File: config.mk
export PLATFORM = sky130hd
export DESIGN_NAME = nested_irq_ctrl
export DESIGN_NICKNAME = d
export VERILOG_FILES = /design/src/rtl/irq_pkg.sv /design/src/rtl/pin_sync_if.sv /design/src/rtl/nested_irq_ctrl.sv /design/src/rtl/pin_sync.sv
export VERILOG_INCLUDE_DIRS = /design/src /design/src/rtl
export SDC_FILE = /design/constraint.sdc
export NUM_CORES = 1
export LEC_CHECK = 0
export ABC_AREA = 1
export BUFFER_PORTS_ARGS = -buffer_cell sky130_fd_sc_hd__buf_2
export CAP_MARGIN = 25
export CELL_PAD_IN_SITES_DETAIL_PLACEMENT = 1
export CELL_PAD_IN_SITES_GLOBAL_PLACEMENT = 1
export CORE_MARGIN = 4
export CORE_UTILIZATION = 32
export CTS_CLUSTER_SIZE = 10
export DETAILED_ROUTE_END_ITERATION = 10
export HOLD_SLACK_MARGIN = 0.05
export PLACE_DENSITY = 0.83
export SETUP_SLACK_MARGIN = 0.4
export SLEW_MARGIN = 20
export SYNTH_ARGS = -nofsm -noshare
export SYNTH_HDL_FRONTEND = slang
export SYNTH_HIERARCHICAL = 1
export SYNTH_SLANG_ARGS = --single-unit
File: constraint.sdc
create_clock -name mclk -period 1.7 [get_ports mclk]
set_input_delay 0.34 -clock mclk [delete_from_list [all_inputs] [get_ports mclk]]
set_output_delay 0.34 -clock mclk [all_outputs]
set_load 0.02 [all_outputs]
File: src/rtl/irq_params.svh
// constants of the two-level nested interrupt controller
// assumes inclusion by bare name from every file that needs them
`ifndef IRQ_PARAMS_SVH
`define IRQ_PARAMS_SVH

// widths
`define NSRC        15
`define NFLAG       17
`define NPIN        6
`define VEC_W       16

// request flag positions
`define FLG_EXT_A   0
`define FLG_EXT_B   1
`define FLG_TMR_A   2
`define FLG_TMR_B   3
`define FLG_CAP0    4
`define FLG_CMP0    8
`define FLG_T3OVF   11
`define FLG_RX      12
`define FLG_TX      13
`define FLG_TW      14
`define FLG_ADC     15
`define FLG_SEC     16

// source positions in polling order, highest first
`define SRC_EXT_A   0
`define SRC_TW      1
`define SRC_ADC     2
`define SRC_TMR_A   3
`define SRC_CAP0    4
`define SRC_CMP0    5
`define SRC_EXT_B   6
`define SRC_CAP1    7
`define SRC_CMP1    8
`define SRC_TMR_B   9
`define SRC_CAP2    10
`define SRC_CMP2    11
`define SRC_UART    12
`define SRC_CAP3    13
`define SRC_T3OVF   14

// enable / level register a bit positions
`define RA_EXT_A    0
`define RA_TMR_A    1
`define RA_EXT_B    2
`define RA_TMR_B    3
`define RA_UART     4
`define RA_TW       5
`define RA_ADC      6
`define RA_GLOBAL   7
// enable / level register b bit positions
`define RB_CAP0     0
`define RB_CMP0     4
`define RB_T3OVF    7

// sources able to end idle mode
`define WAKE_MASK   15'h124b
// pin sample reset value, pins idle high
`define PIN_IDLE    6'h3f
// vector addresses: base plus step times polling position
`define VEC_BASE    16'h0003
`define VEC_STEP    16'h0008

`endif

File: src/rtl/irq_pkg.sv
// types of the two-level nested interrupt controller
// assumes irq_params.svh on the include path
`include "irq_params.svh"

package irq_pkg;

  typedef enum logic {
    POLL_IDLE,
    POLL_ARMED
  } poll_phase_t;

  typedef struct packed {
    logic [`NPIN-1:0] s1;
    logic [`NPIN-1:0] s2;
    logic [`NPIN-1:0] s3;
    logic [`NPIN-1:0] level;
  } sync_state_t;

  typedef struct packed {
    logic [`NFLAG-1:0] flags;
    logic [`NPIN-1:0]  pin_prev;
    logic [`NSRC-1:0]  sample;
    poll_phase_t       poll;
    logic              hi_act;
    logic              lo_act;
    logic              hold;
    logic              call;
    logic              call_hi;
    logic [`VEC_W-1:0] vec_addr;
    logic [3:0]        vec_src;
    logic              wake;
  } ctrl_state_t;

endpackage

File: src/rtl/pin_sync_if.sv
// carries filtered pin levels from the synchroniser to the controller
// assumes one clock domain on both ends
`timescale 1ns/1ps
`default_nettype none
`include "irq_params.svh"

interface pin_sync_if;
  logic [`NPIN-1:0] level;
  modport src (output level);
  modport dst (input level);
endinterface

`default_nettype wire

File: src/rtl/nested_irq_ctrl.sv
// two-level nested interrupt controller of an 8-bit microcontroller
// assumes core timing strobes on mclk, peripheral set pulses on mclk,
// external and capture pins asynchronous
// Operation
// fifteen sources, each with request flag, enable and priority bit.
// two external inputs, each level or edge by own select bit.
// edge external flag cleared at vectoring; level flag left alone.
// level flag follows the pin; source holds request until served.
// external inputs are active low, allowing wired-or sources.
// timer a/b overflow flags set on rollover, cleared at vectoring.
// third timer gives four capture, three compare, one overflow source.
// uart request is rx-done or tx-done; neither cleared at vectoring.
// two-wire request from its event flag, cleared only by software.
// adc flag set at scan end; software clears only, cannot set.
// one-hz tick flag ored into source b; cleared only by software.
// software set or clear acts as hardware would, except adc set.
// only ext a/b, timers a/b, tick, uart, two-wire end idle.
// per-source enable plus global gate blocking everything.
// per-source priority bit, 0 low, 1 high.
// high preempts low handler; nothing preempts high handler.
// high before low; equal levels resolved by fixed polling order.
// sample at s5p2 each machine cycle, poll in the next.
// withhold call during equal/higher handler or before final cycle.
// after return or enable/level access, wait one more instruction.
// capture pins may act as extra requests on rise, fall or both.
// no memory of blocked requests; each poll uses fresh samples.
// call pushes pc without status word, loads source vector.
// return clears active-level flag set at acknowledge.
// polling order ext a, tw, adc, tmr a, cap0 ... t3 overflow.
// source polled only when flag, own enable and gate all set.
`timescale 1ns/1ps
`default_nettype none
`include "irq_params.svh"

module nested_irq_ctrl (
  input  wire logic              mclk,
  input  wire logic              rst_b,
  input  wire logic              ext_request_pin_a,
  input  wire logic              ext_request_pin_b,
  input  wire logic [3:0]        capture_input_pin,
  input  wire logic              ext_a_edge_select,
  input  wire logic              ext_b_edge_select,
  input  wire logic [3:0]        cap_pin_mode,
  input  wire logic [3:0]        cap_rise_en,
  input  wire logic [3:0]        cap_fall_en,
  input  wire logic              timer_a_overflow_set,
  input  wire logic              timer_b_overflow_set,
  input  wire logic [3:0]        t3_capture_set,
  input  wire logic [2:0]        t3_compare_set,
  input  wire logic              t3_overflow_set,
  input  wire logic              uart_rx_done_set,
  input  wire logic              uart_tx_done_set,
  input  wire logic              twowire_event_set,
  input  wire logic              adc_scan_done_set,
  input  wire logic              one_hz_tick_set,
  input  wire logic [`NFLAG-1:0] sw_flag_wr,
  input  wire logic [`NFLAG-1:0] sw_flag_wdata,
  input  wire logic [7:0]        irq_enable_reg_a,
  input  wire logic [7:0]        irq_enable_reg_b,
  input  wire logic [7:0]        irq_level_reg_a,
  input  wire logic [7:0]        irq_level_reg_b,
  input  wire logic              machine_s5p2,
  input  wire logic              cpu_final_cycle,
  input  wire logic              cpu_instr_retire,
  input  wire logic              irq_return_op,
  input  wire logic              irq_reg_access,
  output logic                   hw_vector_call,
  output logic [`VEC_W-1:0]      vector_addr,
  output logic [3:0]             vector_source,
  output logic                   vector_level_high,
  output logic                   high_level_active,
  output logic                   low_level_active,
  output logic [`NFLAG-1:0]      request_flags,
  output logic                   idle_wake
);

  ////////////////////////////////////////////////////////////////////////
  // pin synchroniser

  pin_sync_if ps ();

  pin_sync u_sync (
    .mclk    (mclk),
    .rst_b   (rst_b),
    .pin_raw ({capture_input_pin, ext_request_pin_b, ext_request_pin_a}),
    .sync    (ps.src)
  );

  ////////////////////////////////////////////////////////////////////////
  // state and helpers

  irq_pkg::ctrl_state_t st_q;
  irq_pkg::ctrl_state_t st_d;

  localparam irq_pkg::ctrl_state_t CTRL_RST = '{
    flags:    '0,
    pin_prev: `PIN_IDLE,
    sample:   '0,
    poll:     irq_pkg::POLL_IDLE,
    hi_act:   1'b0,
    lo_act:   1'b0,
    hold:     1'b0,
    call:     1'b0,
    call_hi:  1'b0,
    vec_addr: '0,
    vec_src:  '0,
    wake:     1'b0
  };

  // reorder register bits into polling order
  function automatic logic [`NSRC-1:0] to_src(input logic [7:0] ra,
                                              input logic [7:0] rb);
    logic [`NSRC-1:0] s;
    s                = '0;
    s[`SRC_EXT_A]    = ra[`RA_EXT_A];
    s[`SRC_TW]       = ra[`RA_TW];
    s[`SRC_ADC]      = ra[`RA_ADC];
    s[`SRC_TMR_A]    = ra[`RA_TMR_A];
    s[`SRC_CAP0]     = rb[`RB_CAP0];
    s[`SRC_CMP0]     = rb[`RB_CMP0];
    s[`SRC_EXT_B]    = ra[`RA_EXT_B];
    s[`SRC_CAP1]     = rb[`RB_CAP0+1];
    s[`SRC_CMP1]     = rb[`RB_CMP0+1];
    s[`SRC_TMR_B]    = ra[`RA_TMR_B];
    s[`SRC_CAP2]     = rb[`RB_CAP0+2];
    s[`SRC_CMP2]     = rb[`RB_CMP0+2];
    s[`SRC_UART]     = ra[`RA_UART];
    s[`SRC_CAP3]     = rb[`RB_CAP0+3];
    s[`SRC_T3OVF]    = rb[`RB_T3OVF];
    return s;
  endfunction

  // lowest set position wins; bit 4 marks a hit
  function automatic logic [4:0] pick(input logic [`NSRC-1:0] v);
    logic [4:0] r;
    r = '0;
    for (int i = `NSRC - 1; i >= 0; i--) begin
      if (v[i]) begin
        r = {1'b1, 4'(i)};
      end
    end
    return r;
  endfunction

  ////////////////////////////////////////////////////////////////////////
  // capture pins as extra external requests

  logic [`NPIN-1:0] pin_lvl;
  logic [`NPIN-1:0] pin_rise;
  logic [`NPIN-1:0] pin_fall;
  logic [3:0]       cap_set;

  assign pin_lvl  = ps.level;
  // edges of filtered levels; prev resets idle high, no false edge
  assign pin_rise = pin_lvl & ~st_q.pin_prev;
  assign pin_fall = st_q.pin_prev & ~pin_lvl;

  for (genvar i = 0; i < 4; i++) begin : g_cap
    assign cap_set[i] = cap_pin_mode[i] ?
      ((pin_rise[i+2] & cap_rise_en[i]) |
       (pin_fall[i+2] & cap_fall_en[i])) :
      t3_capture_set[i];
  end

  ////////////////////////////////////////////////////////////////////////
  // request, enable and priority vectors

  logic [`NSRC-1:0]  req;
  logic [`NSRC-1:0]  en;
  logic [`NSRC-1:0]  pri;
  logic              gate;
  logic [`NSRC-1:0]  hi_req;
  logic [`NSRC-1:0]  lo_req;
  logic [4:0]        hi_pick;
  logic [4:0]        lo_pick;
  logic [`NFLAG-1:0] hw_set;
  logic [`NFLAG-1:0] sw_set;
  logic [`NFLAG-1:0] sw_clr;

  // flags folded into polling positions
  always_comb begin
    req              = '0;
    req[`SRC_EXT_A]  = st_q.flags[`FLG_EXT_A];
    req[`SRC_TW]     = st_q.flags[`FLG_TW];
    req[`SRC_ADC]    = st_q.flags[`FLG_ADC];
    req[`SRC_TMR_A]  = st_q.flags[`FLG_TMR_A];
    req[`SRC_CAP0]   = st_q.flags[`FLG_CAP0];
    req[`SRC_CMP0]   = st_q.flags[`FLG_CMP0];
    req[`SRC_EXT_B]  = st_q.flags[`FLG_EXT_B] |
                       st_q.flags[`FLG_SEC];
    req[`SRC_CAP1]   = st_q.flags[`FLG_CAP0+1];
    req[`SRC_CMP1]   = st_q.flags[`FLG_CMP0+1];
    req[`SRC_TMR_B]  = st_q.flags[`FLG_TMR_B];
    req[`SRC_CAP2]   = st_q.flags[`FLG_CAP0+2];
    req[`SRC_CMP2]   = st_q.flags[`FLG_CMP0+2];
    req[`SRC_UART]   = st_q.flags[`FLG_RX] | st_q.flags[`FLG_TX];
    req[`SRC_CAP3]   = st_q.flags[`FLG_CAP0+3];
    req[`SRC_T3OVF]  = st_q.flags[`FLG_T3OVF];
  end

  assign en      = to_src(irq_enable_reg_a, irq_enable_reg_b);
  assign pri     = to_src(irq_level_reg_a, irq_level_reg_b);
  assign gate    = irq_enable_reg_a[`RA_GLOBAL];
  assign hi_req  = st_q.sample & pri;
  assign lo_req  = st_q.sample & ~pri;
  assign hi_pick = pick(hi_req);
  assign lo_pick = pick(lo_req);

  // hardware set pulses placed at flag positions
  always_comb begin
    hw_set                  = '0;
    hw_set[`FLG_EXT_A]      = pin_fall[0];
    hw_set[`FLG_EXT_B]      = pin_fall[1];
    hw_set[`FLG_TMR_A]      = timer_a_overflow_set;
    hw_set[`FLG_TMR_B]      = timer_b_overflow_set;
    hw_set[`FLG_CAP0+3:`FLG_CAP0] = cap_set;
    hw_set[`FLG_CMP0+2:`FLG_CMP0] = t3_compare_set;
    hw_set[`FLG_T3OVF]      = t3_overflow_set;
    hw_set[`FLG_RX]         = uart_rx_done_set;
    hw_set[`FLG_TX]         = uart_tx_done_set;
    hw_set[`FLG_TW]         = twowire_event_set;
    hw_set[`FLG_ADC]        = adc_scan_done_set;
    hw_set[`FLG_SEC]        = one_hz_tick_set;
  end

  // software cannot raise the adc flag
  assign sw_set = sw_flag_wr & sw_flag_wdata &
                  ~(`NFLAG'(1) << `FLG_ADC);
  assign sw_clr = sw_flag_wr & ~sw_flag_wdata;

  ////////////////////////////////////////////////////////////////////////
  // sampling, polling, vectoring and flag update

  always_comb begin
    logic              can_call;
    logic              call;
    logic              call_hi;
    logic [3:0]        src;
    logic [`NFLAG-1:0] vec_clr;
    st_d     = st_q;
    call     = 1'b0;
    call_hi  = 1'b0;
    src      = '0;
    vec_clr  = '0;
    can_call = (st_q.poll == irq_pkg::POLL_ARMED) && cpu_final_cycle &&
               !st_q.hold && !irq_return_op && !irq_reg_access;
    st_d.pin_prev = pin_lvl;

    // fresh sample each machine cycle, gated by enables
    if (machine_s5p2) begin
      st_d.sample = req & en & {`NSRC{gate}};
      st_d.poll   = irq_pkg::POLL_ARMED;
    end else if (st_q.poll == irq_pkg::POLL_ARMED) begin
      st_d.poll   = irq_pkg::POLL_IDLE;
    end

    // high pick may preempt a low handler
    if (can_call && hi_pick[4] && !st_q.hi_act) begin
      call    = 1'b1;
      call_hi = 1'b1;
      src     = hi_pick[3:0];
    end else if (can_call && lo_pick[4] && !st_q.hi_act &&
                 !st_q.lo_act) begin
      call    = 1'b1;
      src     = lo_pick[3:0];
    end

    // edge ext and timer a/b flags drop at the call
    if (call) begin
      if (src == 4'(`SRC_EXT_A) && ext_a_edge_select) begin
        vec_clr[`FLG_EXT_A] = 1'b1;
      end
      if (src == 4'(`SRC_EXT_B) && ext_b_edge_select) begin
        vec_clr[`FLG_EXT_B] = 1'b1;
      end
      if (src == 4'(`SRC_TMR_A)) begin
        vec_clr[`FLG_TMR_A] = 1'b1;
      end
      if (src == 4'(`SRC_TMR_B)) begin
        vec_clr[`FLG_TMR_B] = 1'b1;
      end
      st_d.vec_src  = src;
      st_d.vec_addr = `VEC_BASE + `VEC_STEP * `VEC_W'(src);
      st_d.call_hi  = call_hi;
      st_d.poll     = irq_pkg::POLL_IDLE;
    end
    st_d.call = call;

    // active levels: set on acknowledge, innermost cleared on return
    if (call && call_hi) begin
      st_d.hi_act = 1'b1;
    end else if (call) begin
      st_d.lo_act = 1'b1;
    end else if (irq_return_op && st_q.hi_act) begin
      st_d.hi_act = 1'b0;
    end else if (irq_return_op) begin
      st_d.lo_act = 1'b0;
    end

    // hold until one further instruction retires
    if (irq_return_op || irq_reg_access) begin
      st_d.hold = 1'b1;
    end else if (cpu_instr_retire) begin
      st_d.hold = 1'b0;
    end

    // set wins over any clear
    st_d.flags = (st_q.flags & ~(vec_clr | sw_clr)) | hw_set | sw_set;
    if (!ext_a_edge_select) begin
      st_d.flags[`FLG_EXT_A] = ~pin_lvl[0];
    end
    if (!ext_b_edge_select) begin
      st_d.flags[`FLG_EXT_B] = ~pin_lvl[1];
    end

    // wake ignores priority and handler state
    st_d.wake = |(req & en & `WAKE_MASK) & gate;
  end

  always_ff @(posedge mclk or negedge rst_b) begin
    if (!rst_b) begin
      st_q <= CTRL_RST;
    end else begin
      st_q <= st_d;
    end
  end

  ////////////////////////////////////////////////////////////////////////
  // outputs

  // every output is a register field
  assign hw_vector_call    = st_q.call;
  assign vector_addr       = st_q.vec_addr;
  assign vector_source     = st_q.vec_src;
  assign vector_level_high = st_q.call_hi;
  assign high_level_active = st_q.hi_act;
  assign low_level_active  = st_q.lo_act;
  assign request_flags     = st_q.flags;
  assign idle_wake         = st_q.wake;

endmodule

`default_nettype wire

File: src/rtl/pin_sync.sv
// three-stage pin synchroniser with agreement filter
// assumes pins asynchronous to mclk, idle high
`timescale 1ns/1ps
`default_nettype none
`include "irq_params.svh"

module pin_sync (
  input  wire logic             mclk,
  input  wire logic             rst_b,
  input  wire logic [`NPIN-1:0] pin_raw,
  pin_sync_if.src               sync
);

  irq_pkg::sync_state_t st_q;
  irq_pkg::sync_state_t st_d;

  always_comb begin
    st_d       = st_q;
    st_d.s1    = pin_raw;
    st_d.s2    = st_q.s1;
    st_d.s3    = st_q.s2;
    // level moves only where stages two and three agree
    st_d.level = (st_q.s2 & st_q.s3) | (st_q.level & (st_q.s2 ^ st_q.s3));
  end

  always_ff @(posedge mclk or negedge rst_b) begin
    if (!rst_b) begin
      st_q <= {`PIN_IDLE, `PIN_IDLE, `PIN_IDLE, `PIN_IDLE};
    end else begin
      st_q <= st_d;
    end
  end

  assign sync.level = st_q.level;

endmodule

`default_nettype wire

==> After elaboration in Yosys (flattened, before gate mapping) <==
Cells that the tools add are included.
{ "totals": {"register_bits": 89, "latchBits": 0, "ramBits": 0, "mem_bits_ro": 0, "inputBits": 108, "out_inout_bits": 42, "elab_cells": 143, "memories": 0} }
{ "op_classes": {"n_addsub": 1, "mul": 0, "n_div": 0, "magnitude_cmp": 0, "n_eq_ne": 5, "n_shift": 0, "muxes": 56, "n_bitwise": 39, "reduce_logical": 26} }
{ "op_table": {"columns": ["cell", "count"], "rows": [
  ["$mux W5", 30],
  ["$and A15 B15 Y15", 4],
  ["$and A17 B17 Y17", 3],
  ["$not A17 Y17", 2],
  ["$or A17 B17 Y17", 2],
  ["$and A6 B6 Y6", 4],
  ["$mux W1", 23],
  ["$or A4 B17 Y17", 1],
  ["$not A15 Y15", 1],
  ["$logic_and A1 B1 Y1", 13],
  ["$mux W4", 3],
  ["$not A6 Y6", 2],
  ["$and A1 B1 Y1", 9],
  ["$add A2 B7 Y8 const A", 1],
  ["$or A1 B1 Y1", 6],
  ["$or A6 B6 Y6", 1],
  ["$reduce_bool A2 Y1", 3],
  ["$reduce_or A6 Y1", 1],
  ["$xor A6 B6 Y6", 1],
  ["$logic_not A1 Y1", 5],
  ["$eq A4 B2 Y1 const B", 1],
  ["$eq A4 B3 Y1 const B", 1],
  ["$eq A4 B4 Y1 const B", 1],
  ["$logic_not A4 Y1", 1],
  ["other kinds (6)", 8]
]} }

==> Depth between registers and ports, before layout <==
{ "depth": {"depth_word": 32, "mapped_depth": 19, "ltp_nobuf": 19} }

==> Hierarchy <==
The synthesis kept the hierarchy.
{ "by_module_without_submodules": {"columns": ["mod", "n_inst", "cells_each", "area_each_um2", "seq_area_each_um2"], "rows": [
  ["nested_irq_ctrl", 1, 406, 3021.6, 1258.7],
  ["pin_sync", 1, 54, 818.3, 630.6]
]} }

==> Worst setup path after synthesis <==
No wires, ideal clock.
{ "synth_path": {"kind": "register to register", "from": "register st_q, in the netlist high_level_active", "to": "register st_q, in the netlist request_flags[2]", "setup_ns": 0.119, "arrival_time_ns": 1.566, "required_ns": 1.581, "slack_ns": 0.015, "path_stages_with_launch": 13, "path_buffers": 0, "synth_period_minus_slack_ns": 1.685, "cell_sequence": "dfrtp_1 > nor2_2 > nand3_2 > nor2_1 > nand3_4 > nor2_2 > nand2_2 > nand2_2 > inv_2 > nor3_2 > nand2_1 > nand3b_1 > nand2_1"} }
{ "synth_rtl": {"columns": ["item", "line", "rtl"], "rows": [
  ["start: declaration", "nested_irq_ctrl.sv:92", "irq_pkg::ctrl_state_t st_q;"],
  ["start signal: assignment", "nested_irq_ctrl.sv:324", "st_q <= st_d;"]
]} }

==> metrics.yaml <==
power_and_ir_drop:
  power.density_nw_per_um2: 931
  ir_drop_mv: 0.535
  p_leak_nw: 2.93
routing:
  final_antenna_net_count: 0
  drc: 0
  wl_met3_um: 501
  firstDrtPassIters: 4
  routedWlPerCell_um: 14.9
  vias: 3608
  top_layer: "met4"
  met1_length_um: 4370
  wirelength_um: 11600
  initialDrtViolationCount: 76
  routed-wl-met2_um: 6440
  viasPerCell: 4.62
synth:
  syn_area_per_cell_sq_um: 8.35
  synth_cells: 460
  yosys_warnings: 6
  synth_enable_flop_cells: 0
  ys_seq_elements: 74
  ys_seq_area_share_pct: 49.2
  synth_area_sq_um: 3840
  ys.flop_type: "dfrtp_1"
  ys_types: 33
  synthArstFlopShare_pct: 100
worst_setup_path:
  reg2reg_from: "st_q[39]"
  cp.depth: 14
  crit_type: "flip-flop to flip-flop"
  critPathCapture: "request_flags[2]"
  crit_family: "simple AND/OR/NAND/NOR gates"
  slowest_delay_ns: 0.44
  endpoint_kind: "flip-flop"
  cpMaxStageDelayCell: "dfrtp_1"
  crit_buf_inv: 1
  path_max_fanout: 4
  cp_cell_sequence: "nand2_2, nand2_4, nor2_4, nand2_2, nor2_4, nand3_4, nor2_4, nand2_2, nand2_2, inv_2, nor3_2, nand2_1, nand3b_1, nand2_1"
  rrSetupSlack_ns: -0.31
  reg2reg_to: "request_flags[2]"
  r2r_cells: 14
  cp_common_cell: "nand2_2"
  cp.arrival_ns: 2.23
  cp-start-kind: "flip-flop"
  crit_required_ns: 1.92
  critPathLaunch: "st_q[39]"
clock_tree:
  clk_pin_slew_worst_paths_ns: 0.06
  root_buffer: "clkbuf_16"
  cts_buffers: 9
  clk_path_buf_depth: 2
  clkSinkCount: 74
  insertion_delay_ns: 0.33
  h-tree-depth: 3
  cts_tree: "done"
floorplan:
  dieArea_sq_um: 13800
  core_area_sq_um: 11600
  core.rowCount: 39
  dieHeight_um: 118
  io_pins: 150
  start_util_pct: 33.2
  die_w_um: 118
timing:
  worstMarginPinSlew_ns: 0.514
  max_freq_mhz: 497
  whs_ns: 0.109
  clock_skew_ns: 0.00924
  fin_ws_ns: -0.310
  hold_violations: 0
  setup-violations-final: 8
  rsz0062_at_grt: "yes"
  slew_violations: 0
  fin_crit_sh_pct: 118
  slew_headroom_pct: 65.7
  fin_crit_ns: 2.01
placement:
  io_buffers: 138
  pre_cts_slack_ns: -0.283
  dp_hpwl_um: 8470
  place.gp.congestion: 0.804
grt:
  grt_max_degree: 75
  grt_pass1_wl_um: 18800
  grt_pass1_vias: 4138
  antenna_found_initial: 0
  grt_usage_pct: 16.6
  grt.overflow.total: 0
finish:
  syn_to_final_growth_pct: 40.0
  fill_cells: 1425
  diodes: 0
  drive_above_1_share_pct: 50.0
  fin_nets: 747
min_path:
  hold_depth: 1
  hold_start: "ext_request_pin_a"
  hold_class: "input port to flip-flop"
flow_run:
  cap_violations: 0
run_status:
  violations: "setup timing"
  status: "finished, violations left"
-- cells in the final DEF, fill, tap and decap left out, drive strengths merged, types with 6 or more instances in the layout --
| master | count |
|---|---|
| dfrtp | 44 |
| o21ai | 36 |
| inv | 67 |
| clkbuf | 13 |
| dfstp | 30 |
| ha | 6 |
| buf | 197 |
| conb | 10 |
| nor2 | 29 |
| a21oi | 21 |
| nand3 | 10 |
| nand2 | 150 |
-- power by group --
part	total (mW)	switching (mW)	internal [mW]
clock network	1.85	0.727	1.12
registers	2.09	0.122	1.96
logic	1.08	0.625	0.450
total	5.01	1.47	3.53
-- registers in the layout, summed over array words and instances (netlist names), 4 cells and up --
| signal | count |
|---|---|
| u_sync/st_q | 6 |
| u_sync/st_d | 12 |
| st_q | 23 |
| vector_source | 4 |
| u_sync/sync.level | 6 |
| request_flags | 17 |
-- cells in the mapped netlist (all sizes together) (2+ instances only) --
cell / instances / area [sq um]
dfstp: 30 / 788
nor2: 29 / 164
nand2: 150 / 606
buf: 43 / 323
o22ai: 3 / 18.8
a21boi: 2 / 15.0
o211ai: 2 / 15.0
o21ai: 36 / 180
a21oi: 21 / 113
a221oi: 4 / 35.0
inv: 67 / 254
ha: 6 / 75.1
dfrtp: 44 / 1100
clkbuf: 2 / 7.51
nand3: 10 / 67.6
nand3b: 3 / 22.5
-- cell type report --
cell class	instances	area, sq um	share of cell area (%)
multi-input combinational	283	1560	29.0
sequential	74	1890	35.2
timing repair buffer	198	1200	22.3
inverter	67	256	4.77
clock buffer	13	272	5.05
tap	143	179	3.33
clock inverter	3	21.3	0.396
-- per-stage QoR --
step	util, %	instance area [sq um]	power, mW	cells	setup TNS, ns
final	46.5	5380	5.01	781	-1.53
after CTS	45.2	5230	5.02	771	-0.632
after global placement	40.8	4720	3.01	742	-0.670
after floorplan	-	3880	2.77	469	0
after global routing	46.5	5380	5.27	781	-2.50
after detailed placement	40.8	4720	3.07	742	-1.27
-- timing repair --
item,CTS,global route
gates cloned,0,0
hold buffers,1,0
setup endpoints to repair,15,16
endpoints found under the hold margin,42,0
buffers inserted,12,10
gates resized for setup,36,23
pin swaps,19,24
-- how the worst min path moves through the flow --
stage / end / slack, ns
floorplan: high_level_active / 0.04
global placement: u_sync/st_d[7] / 0.35
detailed placement: u_sync/st_d[11] / 0.35
CTS: u_sync/st_d[12] / 0.09
global route: u_sync/st_d[15] / 0.09
finish: u_sync/st_d[12] / 0.11
-- kinds of logic (layout without fill, tap and decap cells) --
logic type / after synthesis / count (layout) / share of synthesized area, %
AND/OR/NAND/NOR: 196 / 196 / 23.1
buffers and inverters: 112 / 281 / 15.2
flip-flops: 74 / 74 / 49.2
AO/OA/AOI/OAI: 71 / 71 / 10.4
adder cells (fa/ha/maj): 6 / 6 / 1.95
other: 1 / 10 / 0.0977
-- worst reg2reg max path, cell delays in order, from the launching register on --
cell      delay, ns
dfrtp_1        0.44
nand2_2        0.14
nand2_4        0.07
nor2_4         0.12
nand2_2        0.07
nor2_4         0.16
nand3_4        0.14
nor2_4         0.14
nand2_2        0.07
nand2_2        0.09
inv_2          0.05
nor3_2         0.18
nand2_1        0.09
nand3b_1       0.09
nand2_1        0.05
-- per-layer routing --
layer | vias to the layer above | global-route usage (%)
met2 | 100 | 32.1
met3 | 23 | 4.61
met4 | 0 | 5.86
li1 | 1728 | -
met5 | - | 0
met1 | 1757 | 17.0
Note: power is estimated with default switching activity, not from simulation.
